[src/logic/hdc_pkg.sv]
// Package of offsets, field positions, reset values and timing counts for the haptic config bank.
package hdc_pkg;

  // ====================
  // Register offsets on the host register port.
  localparam logic [7:0] RATED_DRIVE_VOLTAGE_ADDR = 8'h16; // Full-scale drive code.
  localparam logic [7:0] OVERDRIVE_CLAMP_ADDR     = 8'h17; // Drive reference for open loop.
  localparam logic [7:0] CAL_COMP_ADDR            = 8'h18; // Calibration compensation.
  localparam logic [7:0] CAL_BACKEMF_ADDR         = 8'h19; // Calibrated back-EMF result.
  localparam logic [7:0] FEEDBACK_CTRL_ADDR       = 8'h1a; // Feedback control, last copied.
  localparam logic [7:0] DRIVE_OPTIONS_ADDR       = 8'h1d; // Drive-option control bits.
  localparam logic [7:0] CAL_MEM_IF_ADDR          = 8'h1e; // Calibration memory interface.
  localparam logic [7:0] SUPPLY_MONITOR_ADDR      = 8'h21; // Supply voltage monitor.
  localparam logic [7:0] RESONANCE_PERIOD_ADDR    = 8'h22; // Resonance period readback.

  // ====================
  // Field positions.
  localparam int OPT_FIXED_FREQ_BIT  = 0; // Divide-by-128 commutation select.
  localparam int OPT_INPUT_KIND_BIT  = 1; // Input kind: 0 pulse width, 1 analog.
  localparam int OPT_UPDATE_RATE_BIT = 2; // Amplitude update rate select.
  localparam int OPT_SAMPLE_FMT_BIT  = 3; // Live sample format select.
  localparam int OPT_SUPPLY_OFF_BIT  = 4; // Supply compensation off.
  localparam int CAL_PROGRAM_BIT     = 0; // Launch of non-volatile programming.
  localparam int CAL_STATUS_BIT      = 2; // Programmed status, read only.
  localparam int CAL_TIME_LSB        = 4; // Calibration duration select, low bit.

  // ====================
  // Reset values.
  localparam logic [7:0] DRIVE_OPTIONS_RST = 8'h00; // All options off.
  localparam logic [1:0] CAL_TIME_RST      = 2'h2;  // 500 ms to 700 ms.
  localparam logic [7:0] DATA_RST          = 8'h00; // Plain data registers.

  // ====================
  // Timing.
  localparam int CLK_HZ         = 20_000_000; // Reference clock rate.
  localparam int CAL_MIN_MS_0   = 150;        // Duration code 0, least time.
  localparam int CAL_MIN_MS_1   = 250;        // Duration code 1, least time.
  localparam int CAL_MIN_MS_2   = 500;        // Duration code 2, least time.
  localparam int CAL_MIN_MS_3   = 1000;       // Duration code 3, least time.
  localparam int MS_CYCLES      = CLK_HZ / 1000; // Cycles in one millisecond.
  localparam int FIXED_FREQ_DIV = 128;        // Pulse-width edges per commutation.
  localparam int NVM_WORDS      = 5;          // Registers copied into non-volatile memory.
  localparam int NVM_WRITE_CYC  = 16;         // Cycles per copied word, unused; each word waits for nvm_ack_i.

endpackage

[src/logic/hdc_ms_timer.sv]
// Millisecond-scale down counter that times the calibration duration.
`timescale 1ns/100ps
module hdc_ms_timer (
  input  wire logic        ref_clk_i, // Clock.
  input  wire logic        rst_i,     // Synchronous reset, active high.
  input  wire logic        start_i,   // Load the count and start.
  input  wire logic [10:0] ms_i,      // Length in milliseconds.
  output logic             busy_o,    // High while counting.
  output logic             done_o     // One-cycle pulse at the end.
);

  logic [14:0] tick_q; // Cycles inside the current millisecond.
  logic [10:0] ms_q;   // Milliseconds still to run.

  // ====================
  // Count down whole milliseconds; a restart simply reloads.
  always_ff @(posedge ref_clk_i) begin
    if (rst_i) begin
      tick_q <= 15'h0000;
      ms_q   <= 11'h000;
      busy_o <= 1'b0;
      done_o <= 1'b0;
    end else begin
      done_o <= 1'b0;
      if (start_i) begin
        tick_q <= 15'h0000;
        ms_q   <= ms_i;
        busy_o <= 1'b1;
      end else if (busy_o) begin
        if (tick_q == 15'(hdc_pkg::MS_CYCLES - 1)) begin
          tick_q <= 15'h0000;
          if (ms_q <= 11'h001) begin
            busy_o <= 1'b0;
            done_o <= 1'b1;
          end
          ms_q <= ms_q - 11'h001;
        end else begin
          tick_q <= tick_q + 15'h0001;
        end
      end
    end
  end

endmodule

[src/logic/hdc_edge_div.sv]
// Divider that gives one pulse for every DIV rising edges of a sampled input.
`timescale 1ns/100ps
module hdc_edge_div #(
  parameter int DIV = 128 // Edges per output pulse.
) (
  input  wire logic ref_clk_i, // Clock.
  input  wire logic rst_i,     // Synchronous reset, active high.
  input  wire logic enable_i,  // Counting allowed.
  input  wire logic sig_i,     // Sampled input signal.
  output logic      pulse_o    // One-cycle pulse every DIV edges.
);

  logic       sig_q; // Previous sample for edge detection.
  logic [7:0] cnt_q; // Edges seen so far.

  // ====================
  // Count rising edges; the count restarts whenever the divider is off.
  always_ff @(posedge ref_clk_i) begin
    if (rst_i) begin
      sig_q   <= 1'b0;
      cnt_q   <= 8'h00;
      pulse_o <= 1'b0;
    end else begin
      sig_q   <= sig_i;
      pulse_o <= 1'b0;
      if (!enable_i) begin
        cnt_q <= 8'h00;
      end else if (sig_i && !sig_q) begin
        if (cnt_q == 8'(DIV - 1)) begin
          cnt_q   <= 8'h00;
          pulse_o <= 1'b1;
        end else begin
          cnt_q <= cnt_q + 8'h01;
        end
      end
    end
  end

endmodule

[src/logic/hdc_config_regs.sv]
// Configuration and status register bank of the haptic actuator driver.
// Function
// - Update bit picks one or two updates
// - Fixed-frequency option divides pulse input by 128
// - Duration field selects calibration time
// - Launch copies 0x16 to 0x1A into memory
// - Programming runs only once ever
// - Status bit 2 shows memory programmed
// - Supply monitor follows its sample only while driving
// - Period readback follows its sample only while driving
// - Rated code sets closed-loop full scale
// - Open loop uses overdrive clamp instead
// - Calibration reads the rated code
// - Eccentric closed loop scales by 5.44/255
// - Resonant closed loop scales by 5.28/255
// - Compensation-off bit stops supply adjustment
// - Fixed-frequency option defaults to auto resonance
`timescale 1ns/100ps
module hdc_config_regs (
  input  wire logic       ref_clk_i,          // 20 MHz clock.
  input  wire logic       rst_i,              // Synchronous reset, active high.
  input  wire logic       reg_wr_i,           // Register write strobe.
  input  wire logic       reg_rd_i,           // Register read strobe.
  input  wire logic [7:0] reg_addr_i,         // Register offset.
  input  wire logic [7:0] reg_wdata_i,        // Write data.
  output logic      [7:0] reg_rdata_o,        // Read data, registered.
  input  wire logic       nvm_blank_i,        // Non-volatile memory still blank at power up.
  input  wire logic       nvm_ack_i,          // Memory accepted the current word.
  output logic            nvm_wr_o,           // Memory write request, level.
  output logic      [2:0] nvm_idx_o,          // Word index being written.
  output logic      [7:0] nvm_data_o,         // Word being written.
  input  wire logic       cal_start_i,        // Calibration start from the engine.
  output logic            cal_busy_o,         // Calibration duration running.
  output logic            cal_done_o,         // One-cycle pulse at end of calibration.
  output logic      [7:0] cal_rated_code_o,   // Rated code handed to calibration.
  input  wire logic       driving_i,          // A waveform is being driven.
  input  wire logic [7:0] supply_sample_i,    // Live supply sample.
  input  wire logic [7:0] period_sample_i,    // Live resonance period sample.
  input  wire logic       pwm_in_i,           // Sampled pulse-width input.
  input  wire logic       closed_loop_i,      // Engine runs a closed-loop mode.
  input  wire logic       resonant_i,         // Actuator is the resonant kind.
  output logic            commutate_o,        // Fixed-frequency commutation pulse.
  output logic            fixed_freq_o,       // Fixed-frequency mode in force.
  output logic            twice_per_cycle_o,  // Amplitude updated twice per cycle.
  output logic            unsigned_samples_o, // Live samples are unsigned.
  output logic            supply_comp_en_o,   // Supply compensation enabled.
  output logic      [7:0] full_scale_code_o,  // Drive reference code in force.
  output logic      [8:0] full_scale_mv_o     // Full scale in units of 20 mV steps.
);

  // ====================
  // Stored registers, plus the fixed_freq and cal_ms combinational decodes.
  logic [7:0] rated_code_q;  // Rated drive code.
  logic [7:0] od_clamp_q;    // Overdrive clamp code.
  logic [7:0] cal_comp_q;    // Calibration compensation.
  logic [7:0] cal_bemf_q;    // Calibrated back-EMF result.
  logic [7:0] fb_ctrl_q;     // Feedback control.
  logic [7:0] options_q;     // Drive-option bits.
  logic [1:0] cal_time_q;    // Calibration duration select.
  logic       nvm_done_q;    // Memory programmed.
  logic       launch_q;      // Launch bit as written, self clears.
  logic [7:0] supply_q;      // Supply monitor value.
  logic [7:0] period_q;      // Resonance period value.
  logic [2:0] nvm_idx_q;     // Word index of the copy.
  logic       strap_q;       // Blank state captured after reset.
  logic       fixed_freq;    // Fixed-frequency mode condition.
  logic [10:0] cal_ms;       // Calibration length in ms.

  typedef enum logic [1:0] {
    HDC_IDLE = 2'b00, // No copy running.
    HDC_COPY = 2'b01, // Writing words.
    HDC_DONE = 2'b10  // Copy finished for good.
  } hdc_nvm_state_t;
  hdc_nvm_state_t nvm_state_q; // Programming sequencer state.

  // ====================
  // Host writes to the plain configuration registers.
  always_ff @(posedge ref_clk_i) begin
    if (rst_i) begin
      rated_code_q <= hdc_pkg::DATA_RST;
      od_clamp_q   <= hdc_pkg::DATA_RST;
      cal_comp_q   <= hdc_pkg::DATA_RST;
      cal_bemf_q   <= hdc_pkg::DATA_RST;
      fb_ctrl_q    <= hdc_pkg::DATA_RST;
      options_q    <= hdc_pkg::DRIVE_OPTIONS_RST;
      cal_time_q   <= hdc_pkg::CAL_TIME_RST;
    end else if (reg_wr_i) begin
      case (reg_addr_i)
        hdc_pkg::RATED_DRIVE_VOLTAGE_ADDR: rated_code_q <= reg_wdata_i;
        hdc_pkg::OVERDRIVE_CLAMP_ADDR:     od_clamp_q   <= reg_wdata_i;
        hdc_pkg::CAL_COMP_ADDR:            cal_comp_q   <= reg_wdata_i;
        hdc_pkg::CAL_BACKEMF_ADDR:         cal_bemf_q   <= reg_wdata_i;
        hdc_pkg::FEEDBACK_CTRL_ADDR:       fb_ctrl_q    <= reg_wdata_i;
        hdc_pkg::DRIVE_OPTIONS_ADDR:       options_q    <= reg_wdata_i;
        hdc_pkg::CAL_MEM_IF_ADDR: begin
          cal_time_q <= reg_wdata_i[hdc_pkg::CAL_TIME_LSB +: 2];
        end
        default: begin
          // Other offsets are not held here; 0x21 and 0x22 are written in the readback blocks below.
        end
      endcase
    end
  end

  // ====================
  // The blank level is caught one clock after reset, never under it.
  always_ff @(posedge ref_clk_i) begin
    if (rst_i) begin
      strap_q <= 1'b1;
    end else begin
      strap_q <= nvm_blank_i;
    end
  end

  // ====================
  // Launch bit reads back for one cycle, then clears by itself as the copy starts.
  always_ff @(posedge ref_clk_i) begin
    if (rst_i) begin
      launch_q <= 1'b0;
    end else if (reg_wr_i && reg_addr_i == hdc_pkg::CAL_MEM_IF_ADDR &&
                 reg_wdata_i[hdc_pkg::CAL_PROGRAM_BIT]) begin
      launch_q <= 1'b1;
    end else if (nvm_state_q != HDC_COPY) begin
      launch_q <= 1'b0;
    end
  end

  // ====================
  // Copy sequencer. Once a memory is programmed it never starts again;
  // a part that powers up already programmed goes to the done state on the second clock after reset.
  always_ff @(posedge ref_clk_i) begin
    if (rst_i) begin
      nvm_state_q <= HDC_IDLE;
      nvm_idx_q   <= 3'h0;
      nvm_done_q  <= 1'b0;
    end else begin
      case (nvm_state_q)
        HDC_IDLE: begin
          if (!strap_q) begin
            nvm_state_q <= HDC_DONE;
            nvm_done_q  <= 1'b1;
          end else if (launch_q) begin
            nvm_state_q <= HDC_COPY;
            nvm_idx_q   <= 3'h0;
          end
        end
        HDC_COPY: begin
          if (nvm_ack_i) begin
            if (nvm_idx_q == 3'(hdc_pkg::NVM_WORDS - 1)) begin
              nvm_state_q <= HDC_DONE;
              nvm_done_q  <= 1'b1;
            end else begin
              nvm_idx_q <= nvm_idx_q + 3'h1;
            end
          end
        end
        HDC_DONE: begin
          nvm_state_q <= HDC_DONE;
        end
        default: nvm_state_q <= HDC_IDLE;
      endcase
    end
  end

  // ====================
  // Word presented to memory, registered so the data is stable under the request.
  always_ff @(posedge ref_clk_i) begin
    if (rst_i) begin
      nvm_data_o <= 8'h00;
      nvm_idx_o  <= 3'h0;
    end else begin
      nvm_idx_o <= nvm_idx_q;
      case (nvm_idx_q)
        3'h0:    nvm_data_o <= rated_code_q;
        3'h1:    nvm_data_o <= od_clamp_q;
        3'h2:    nvm_data_o <= cal_comp_q;
        3'h3:    nvm_data_o <= cal_bemf_q;
        default: nvm_data_o <= fb_ctrl_q;
      endcase
    end
  end
  assign nvm_wr_o = (nvm_state_q == HDC_COPY) && (nvm_idx_o == nvm_idx_q);

  // ====================
  // Live readbacks follow their samples only while a waveform is driven.
  always_ff @(posedge ref_clk_i) begin
    if (rst_i) begin
      supply_q <= hdc_pkg::DATA_RST;
    end else if (driving_i) begin
      supply_q <= supply_sample_i;
    end else if (reg_wr_i && reg_addr_i == hdc_pkg::SUPPLY_MONITOR_ADDR) begin
      supply_q <= reg_wdata_i;
    end
  end

  always_ff @(posedge ref_clk_i) begin
    if (rst_i) begin
      period_q <= hdc_pkg::DATA_RST;
    end else if (driving_i) begin
      period_q <= period_sample_i;
    end else if (reg_wr_i && reg_addr_i == hdc_pkg::RESONANCE_PERIOD_ADDR) begin
      period_q <= reg_wdata_i;
    end
  end

  // ====================
  // Calibration duration: the least time of each code, since longer is safe.
  always_comb begin
    case (cal_time_q)
      2'h0:    cal_ms = 11'(hdc_pkg::CAL_MIN_MS_0);
      2'h1:    cal_ms = 11'(hdc_pkg::CAL_MIN_MS_1);
      2'h2:    cal_ms = 11'(hdc_pkg::CAL_MIN_MS_2);
      default: cal_ms = 11'(hdc_pkg::CAL_MIN_MS_3);
    endcase
  end

  hdc_ms_timer u_cal_timer (
    .ref_clk_i (ref_clk_i),
    .rst_i     (rst_i),
    .start_i   (cal_start_i),
    .ms_i      (cal_ms),
    .busy_o    (cal_busy_o),
    .done_o    (cal_done_o)
  );

  // Calibration takes the rated code as its input.
  assign cal_rated_code_o = rated_code_q;

  // ====================
  // Fixed-frequency commutation, only meaningful with pulse-width input.
  assign fixed_freq = options_q[hdc_pkg::OPT_FIXED_FREQ_BIT] &&
                      !options_q[hdc_pkg::OPT_INPUT_KIND_BIT];

  hdc_edge_div #(
    .DIV (hdc_pkg::FIXED_FREQ_DIV)
  ) u_commutate_div (
    .ref_clk_i (ref_clk_i),
    .rst_i     (rst_i),
    .enable_i  (fixed_freq),
    .sig_i     (pwm_in_i),
    .pulse_o   (commutate_o)
  );

  // ====================
  // Drive option outputs, registered.
  always_ff @(posedge ref_clk_i) begin
    if (rst_i) begin
      fixed_freq_o       <= 1'b0;
      twice_per_cycle_o  <= 1'b0;
      unsigned_samples_o <= 1'b0;
      supply_comp_en_o   <= 1'b1;
    end else begin
      fixed_freq_o       <= fixed_freq;
      twice_per_cycle_o  <= options_q[hdc_pkg::OPT_UPDATE_RATE_BIT];
      unsigned_samples_o <= options_q[hdc_pkg::OPT_SAMPLE_FMT_BIT];
      supply_comp_en_o   <= !options_q[hdc_pkg::OPT_SUPPLY_OFF_BIT];
    end
  end

  // ====================
  // Full-scale reference: rated code in closed loop, clamp code in open loop.
  // Scale in 20 mV steps: 5.44 V / 255 is 272/255 steps, 5.28 V is 264/255.
  always_ff @(posedge ref_clk_i) begin
    if (rst_i) begin
      full_scale_code_o <= 8'h00;
      full_scale_mv_o   <= 9'h000;
    end else if (closed_loop_i) begin
      full_scale_code_o <= rated_code_q;
      if (resonant_i) begin
        full_scale_mv_o <= 9'((17'(rated_code_q) * 17'd264) / 17'd255);
      end else begin
        full_scale_mv_o <= 9'((17'(rated_code_q) * 17'd272) / 17'd255);
      end
    end else begin
      full_scale_code_o <= od_clamp_q;
      full_scale_mv_o   <= 9'((17'(od_clamp_q) * 17'd272) / 17'd255);
    end
  end

  // ====================
  // Register reads, one cycle after the strobe; unmapped offsets read zero.
  always_ff @(posedge ref_clk_i) begin
    if (rst_i) begin
      reg_rdata_o <= 8'h00;
    end else if (reg_rd_i) begin
      case (reg_addr_i)
        hdc_pkg::RATED_DRIVE_VOLTAGE_ADDR: reg_rdata_o <= rated_code_q;
        hdc_pkg::OVERDRIVE_CLAMP_ADDR:     reg_rdata_o <= od_clamp_q;
        hdc_pkg::CAL_COMP_ADDR:            reg_rdata_o <= cal_comp_q;
        hdc_pkg::CAL_BACKEMF_ADDR:         reg_rdata_o <= cal_bemf_q;
        hdc_pkg::FEEDBACK_CTRL_ADDR:       reg_rdata_o <= fb_ctrl_q;
        hdc_pkg::DRIVE_OPTIONS_ADDR:       reg_rdata_o <= options_q;
        hdc_pkg::CAL_MEM_IF_ADDR: begin
          reg_rdata_o <= {2'b00, cal_time_q, 1'b0, nvm_done_q, 1'b0, launch_q};
        end
        hdc_pkg::SUPPLY_MONITOR_ADDR:      reg_rdata_o <= supply_q;
        hdc_pkg::RESONANCE_PERIOD_ADDR:    reg_rdata_o <= period_q;
        default:                           reg_rdata_o <= 8'h00;
      endcase
    end
  end

endmodule

[config.mk]
export PLATFORM = sky130hd
export DESIGN_NAME = hdc_config_regs
export DESIGN_NICKNAME = d
export VERILOG_FILES = /design/src/logic/hdc_pkg.sv /design/src/logic/hdc_ms_timer.sv /design/src/logic/hdc_edge_div.sv /design/src/logic/hdc_config_regs.sv
export SDC_FILE = /design/constraint.sdc
export NUM_CORES = 1
export LEC_CHECK = 0
export ABC_CLOCK_PERIOD_IN_PS = 8300
export BUFFER_PORTS_ARGS = -buffer_cell sky130_fd_sc_hd__buf_2
export CORE_UTILIZATION = 50
export CTS_CLUSTER_SIZE = 20
export DETAILED_ROUTE_END_ITERATION = 10
export GPL_ROUTABILITY_DRIVEN = 0
export PLACE_DENSITY = 0.69
export SYNTH_ARGS = -nofsm -noshare
export SYNTH_HDL_FRONTEND = slang
export SYNTH_HIERARCHICAL = 1
export SYNTH_SLANG_ARGS = --single-unit
[constraint.sdc]
create_clock -name ref_clk_i -period 8.3 [get_ports ref_clk_i]
set_clock_uncertainty 0.2 [all_clocks]
set_input_delay 0.415 -clock ref_clk_i [delete_from_list [all_inputs] [get_ports ref_clk_i]]
set_output_delay 0.415 -clock ref_clk_i [all_outputs]
set_load 0.005 [all_outputs]
==> metrics.txt <==
syn avg cell area=approximately 7.9 um^2; leakage=between 0.004 and 0.005 uW; vias per std cell=just over 6; full die area=19700 um^2; remaining antenna violation count=0; DR iter-0 viols=between 900 and 1000; I/O pin cnt=95; Crit Path Class=flop to flop; R2R depth=26; most frequent cells in the layout=dfxtp_1, a21oi_1, nor2_1, nand2_1, buf_2; Area contributors post-synth=dfxtp_1, a21oi_1, ha_1; Rows=50; Clock Tree Root=clkbuf_16; initial antenna violation count=0; first-pass GRT wire length=44.1 mm; Clock Sinks=152; clock tree buffer depth=2; Crit Path Max Fanout=13; crit-path max cell delay=560 ps; Max IR drop VDD=around 0.00015 V; I/O Buffers=between 90 and 100; Power Density=approximately 150 nW/um^2; Placed Cells=1480; largest net degree at the start of global routing=96; Crit-path slowest cell=or4_4; Clock transition at path regs=70 ps; Final nets=1364; Final Cycle Share=94.5%; final hold viol count=0; non-filler cells, final=roughly 1500; final worst slack=between 400 and 500 ps; CP Launch Point=cal_rated_code_o[1]; Worst Tran Pin Value=1090 ps; Residual DRC=0; CP dominant cell by count=ha_1; Startpoint Class=flop; Cell Area, Synth=9590 um^2; min-delay src=supply_sample_i[3]; DR WL/cell=18.0 um; Ant. Diodes=0; GR Util All Layers=27.9%; CTS tree=yes; CP required=8410 ps; min cycle time layout=7850 ps; vias in the first global route=8551; outcome=finished clean; Initial Utilization=roughly 51%; final setup TNS=0 ps; Final Max Tran Viols=0; Ys Warns=6; Synth async-reset ratio=0%; area grow syn2layout=13.8%; dpl ws=roughly 250 ps; area leader, netlist=dfxtp_1; R2R setup slack=450 ps; Final Routed Wirelength=27.4 mm; CTS H-tree depth=4; core area=18800 um^2; Worst slew margin=26.8%; grt ovf=0; Post-DP HPWL=19.2 mm; crit end category=flop; Post-synth EDFFs=0; Clk Latency, worst-skew pair=430 ps; reg2reg end=full_scale_mv_o[0]; post-synth top area share=31.7%; Num CTS Buffers=17; die height=140 um; Die X=140 um; Max-cap violations=0; Critical R2R Launch=cal_rated_code_o[1]; flops & latches, synth=between 150 and 200; layout cell share with drive strength beyond 1=between 10% and 20%; Critical Path Sink=full_scale_mv_o[0]; Main synth FF type=dfxtp_1; # setup viols final=0; vias=9487; RSZ-0062 raised after global routing=no; worst path arrival time=7950 ps; maximum clock rate=between 0.1 and 0.15 GHz; Netlist cell types=96; drt first pass iters=9; Hold Path Class=input pin to flop; Mapped Cells=1207; Seq/Total Area, Yosys=31.7%; most common cell after layout, fill and taps aside=dfxtp_1
-- worst max-delay path, delay by kind of cell, from the launching register on --
family	cells	cell delay (ps)
mux	3	820
flops	1	550
xor+xnor	1	220
fa+ha+maj	5	1440
buf+inv	1	180
compound gates	7	1510
simple gates	9	2790
-- synth_stat cells (13+ instances only) --
cell type / n
ha_1: 40
clkbuf_1: 53
a222oi_1: 16
nor4_1: 14
nand2b_1: 13
mux2i_1: 27
or3_1: 13
nor3_1: 33
inv_1: 28
o21ai_0: 23
a211oi_1: 17
a21oi_1: 130
nand3_1: 89
xor2_1: 13
nand4_1: 15
a311oi_1: 13
o31ai_1: 13
xnor2_1: 23
dfxtp_1: 152
nor2_1: 125
nand2_1: 125
-- stage by stage --
step / power [uW] / instance area [um^2] / utilization, % / hold WS (ps)
floorplan: 885 / 9590 / - / 183
global placement: 927 / 10200 / 54.3 / 195
detailed placement: 928 / 10200 / 54.3 / 199
CTS: 1660 / 10800 / 57.5 / 0.526
global route: 1710 / 10900 / 58.1 / 7.75
finish: 1650 / 10900 / 58.1 / 8.41
-- power by group --
part	total (uW)	switching (uW)	internal [uW]	leakage, uW
registers	754	10.9	743	0.00124
clock network	731	342	390	0.000258
logic	168	107	60.8	0.00265
-- registers in the layout (all words and copies together), names as in the netlist, 2 cells and up --
signal,count
nvm_idx_o,3
cal_comp_q,8
supply_q,8
u_cal_timer/ms_q,11
reg_rdata_o,8
period_q,8
od_clamp_q,8
u_cal_timer/tick_q,15
cal_rated_code_o,8
fb_ctrl_q,8
full_scale_mv_o,9
nvm_idx_q,3
u_commutate_div/cnt_q,8
cal_time_q,2
nvm_state_q,2
cal_bemf_q,8
nvm_data_o,8
options_q,8
full_scale_code_o,8
-- layout make-up --
type                       instances  area [um^2]
fill                            1751         7860
multi-input combinational        956         6220
sequential                       152         3050
timing repair buffer             122          701
clock buffer                      18          429
tap                              234          293
clock inverter                    14          115
inverter                          29          109
-- cell families after synthesis --
logic type / Yosys count / share of synthesized area (%)
flops: 152 / 31.7
other cells: 2 / 0.0783
simple gates: 511 / 27.2
mux: 35 / 3.78
xor+xnor: 36 / 3.29
compound gates: 328 / 23.9
buf+inv: 100 / 4.23
fa+ha+maj: 43 / 5.85
-- routing by layer --
metal  share of wire [%]  wire length, um  vias up  global-route usage (%)
met5                   0                0        -                       0
met4                 2.1              585        0                    9.61
met3                 6.5             1790       47                    5.09
met2                  45            12400      363                    43.6
met1                  46            12700     4447                    38.5
li1                    -                -     4630                       -
-- timing repair --
item                       in CTS  in global routing
buffers inserted                0                  6
hold buffers                    7                  0
resized for setup               0                 13
hold endpoints to repair        7                  0
setup endpoints to repair       0                  2
-- worst min-delay path by stage --
| stage | slack, ps | depth (start not counted) | end |
|---|---|---|---|
| final | 8 | 3 | supply_q[3] |
| after global routing | 8 | 3 | supply_q[3] |
| after CTS | 0.5 | 3 | supply_q[2] |
| after detailed placement | 200 | 1 | supply_comp_en_o |
| after global placement | 200 | 1 | supply_comp_en_o |
| after floorplan | 180 | 1 | supply_comp_en_o |
Power figures use the tool's default switching activity.
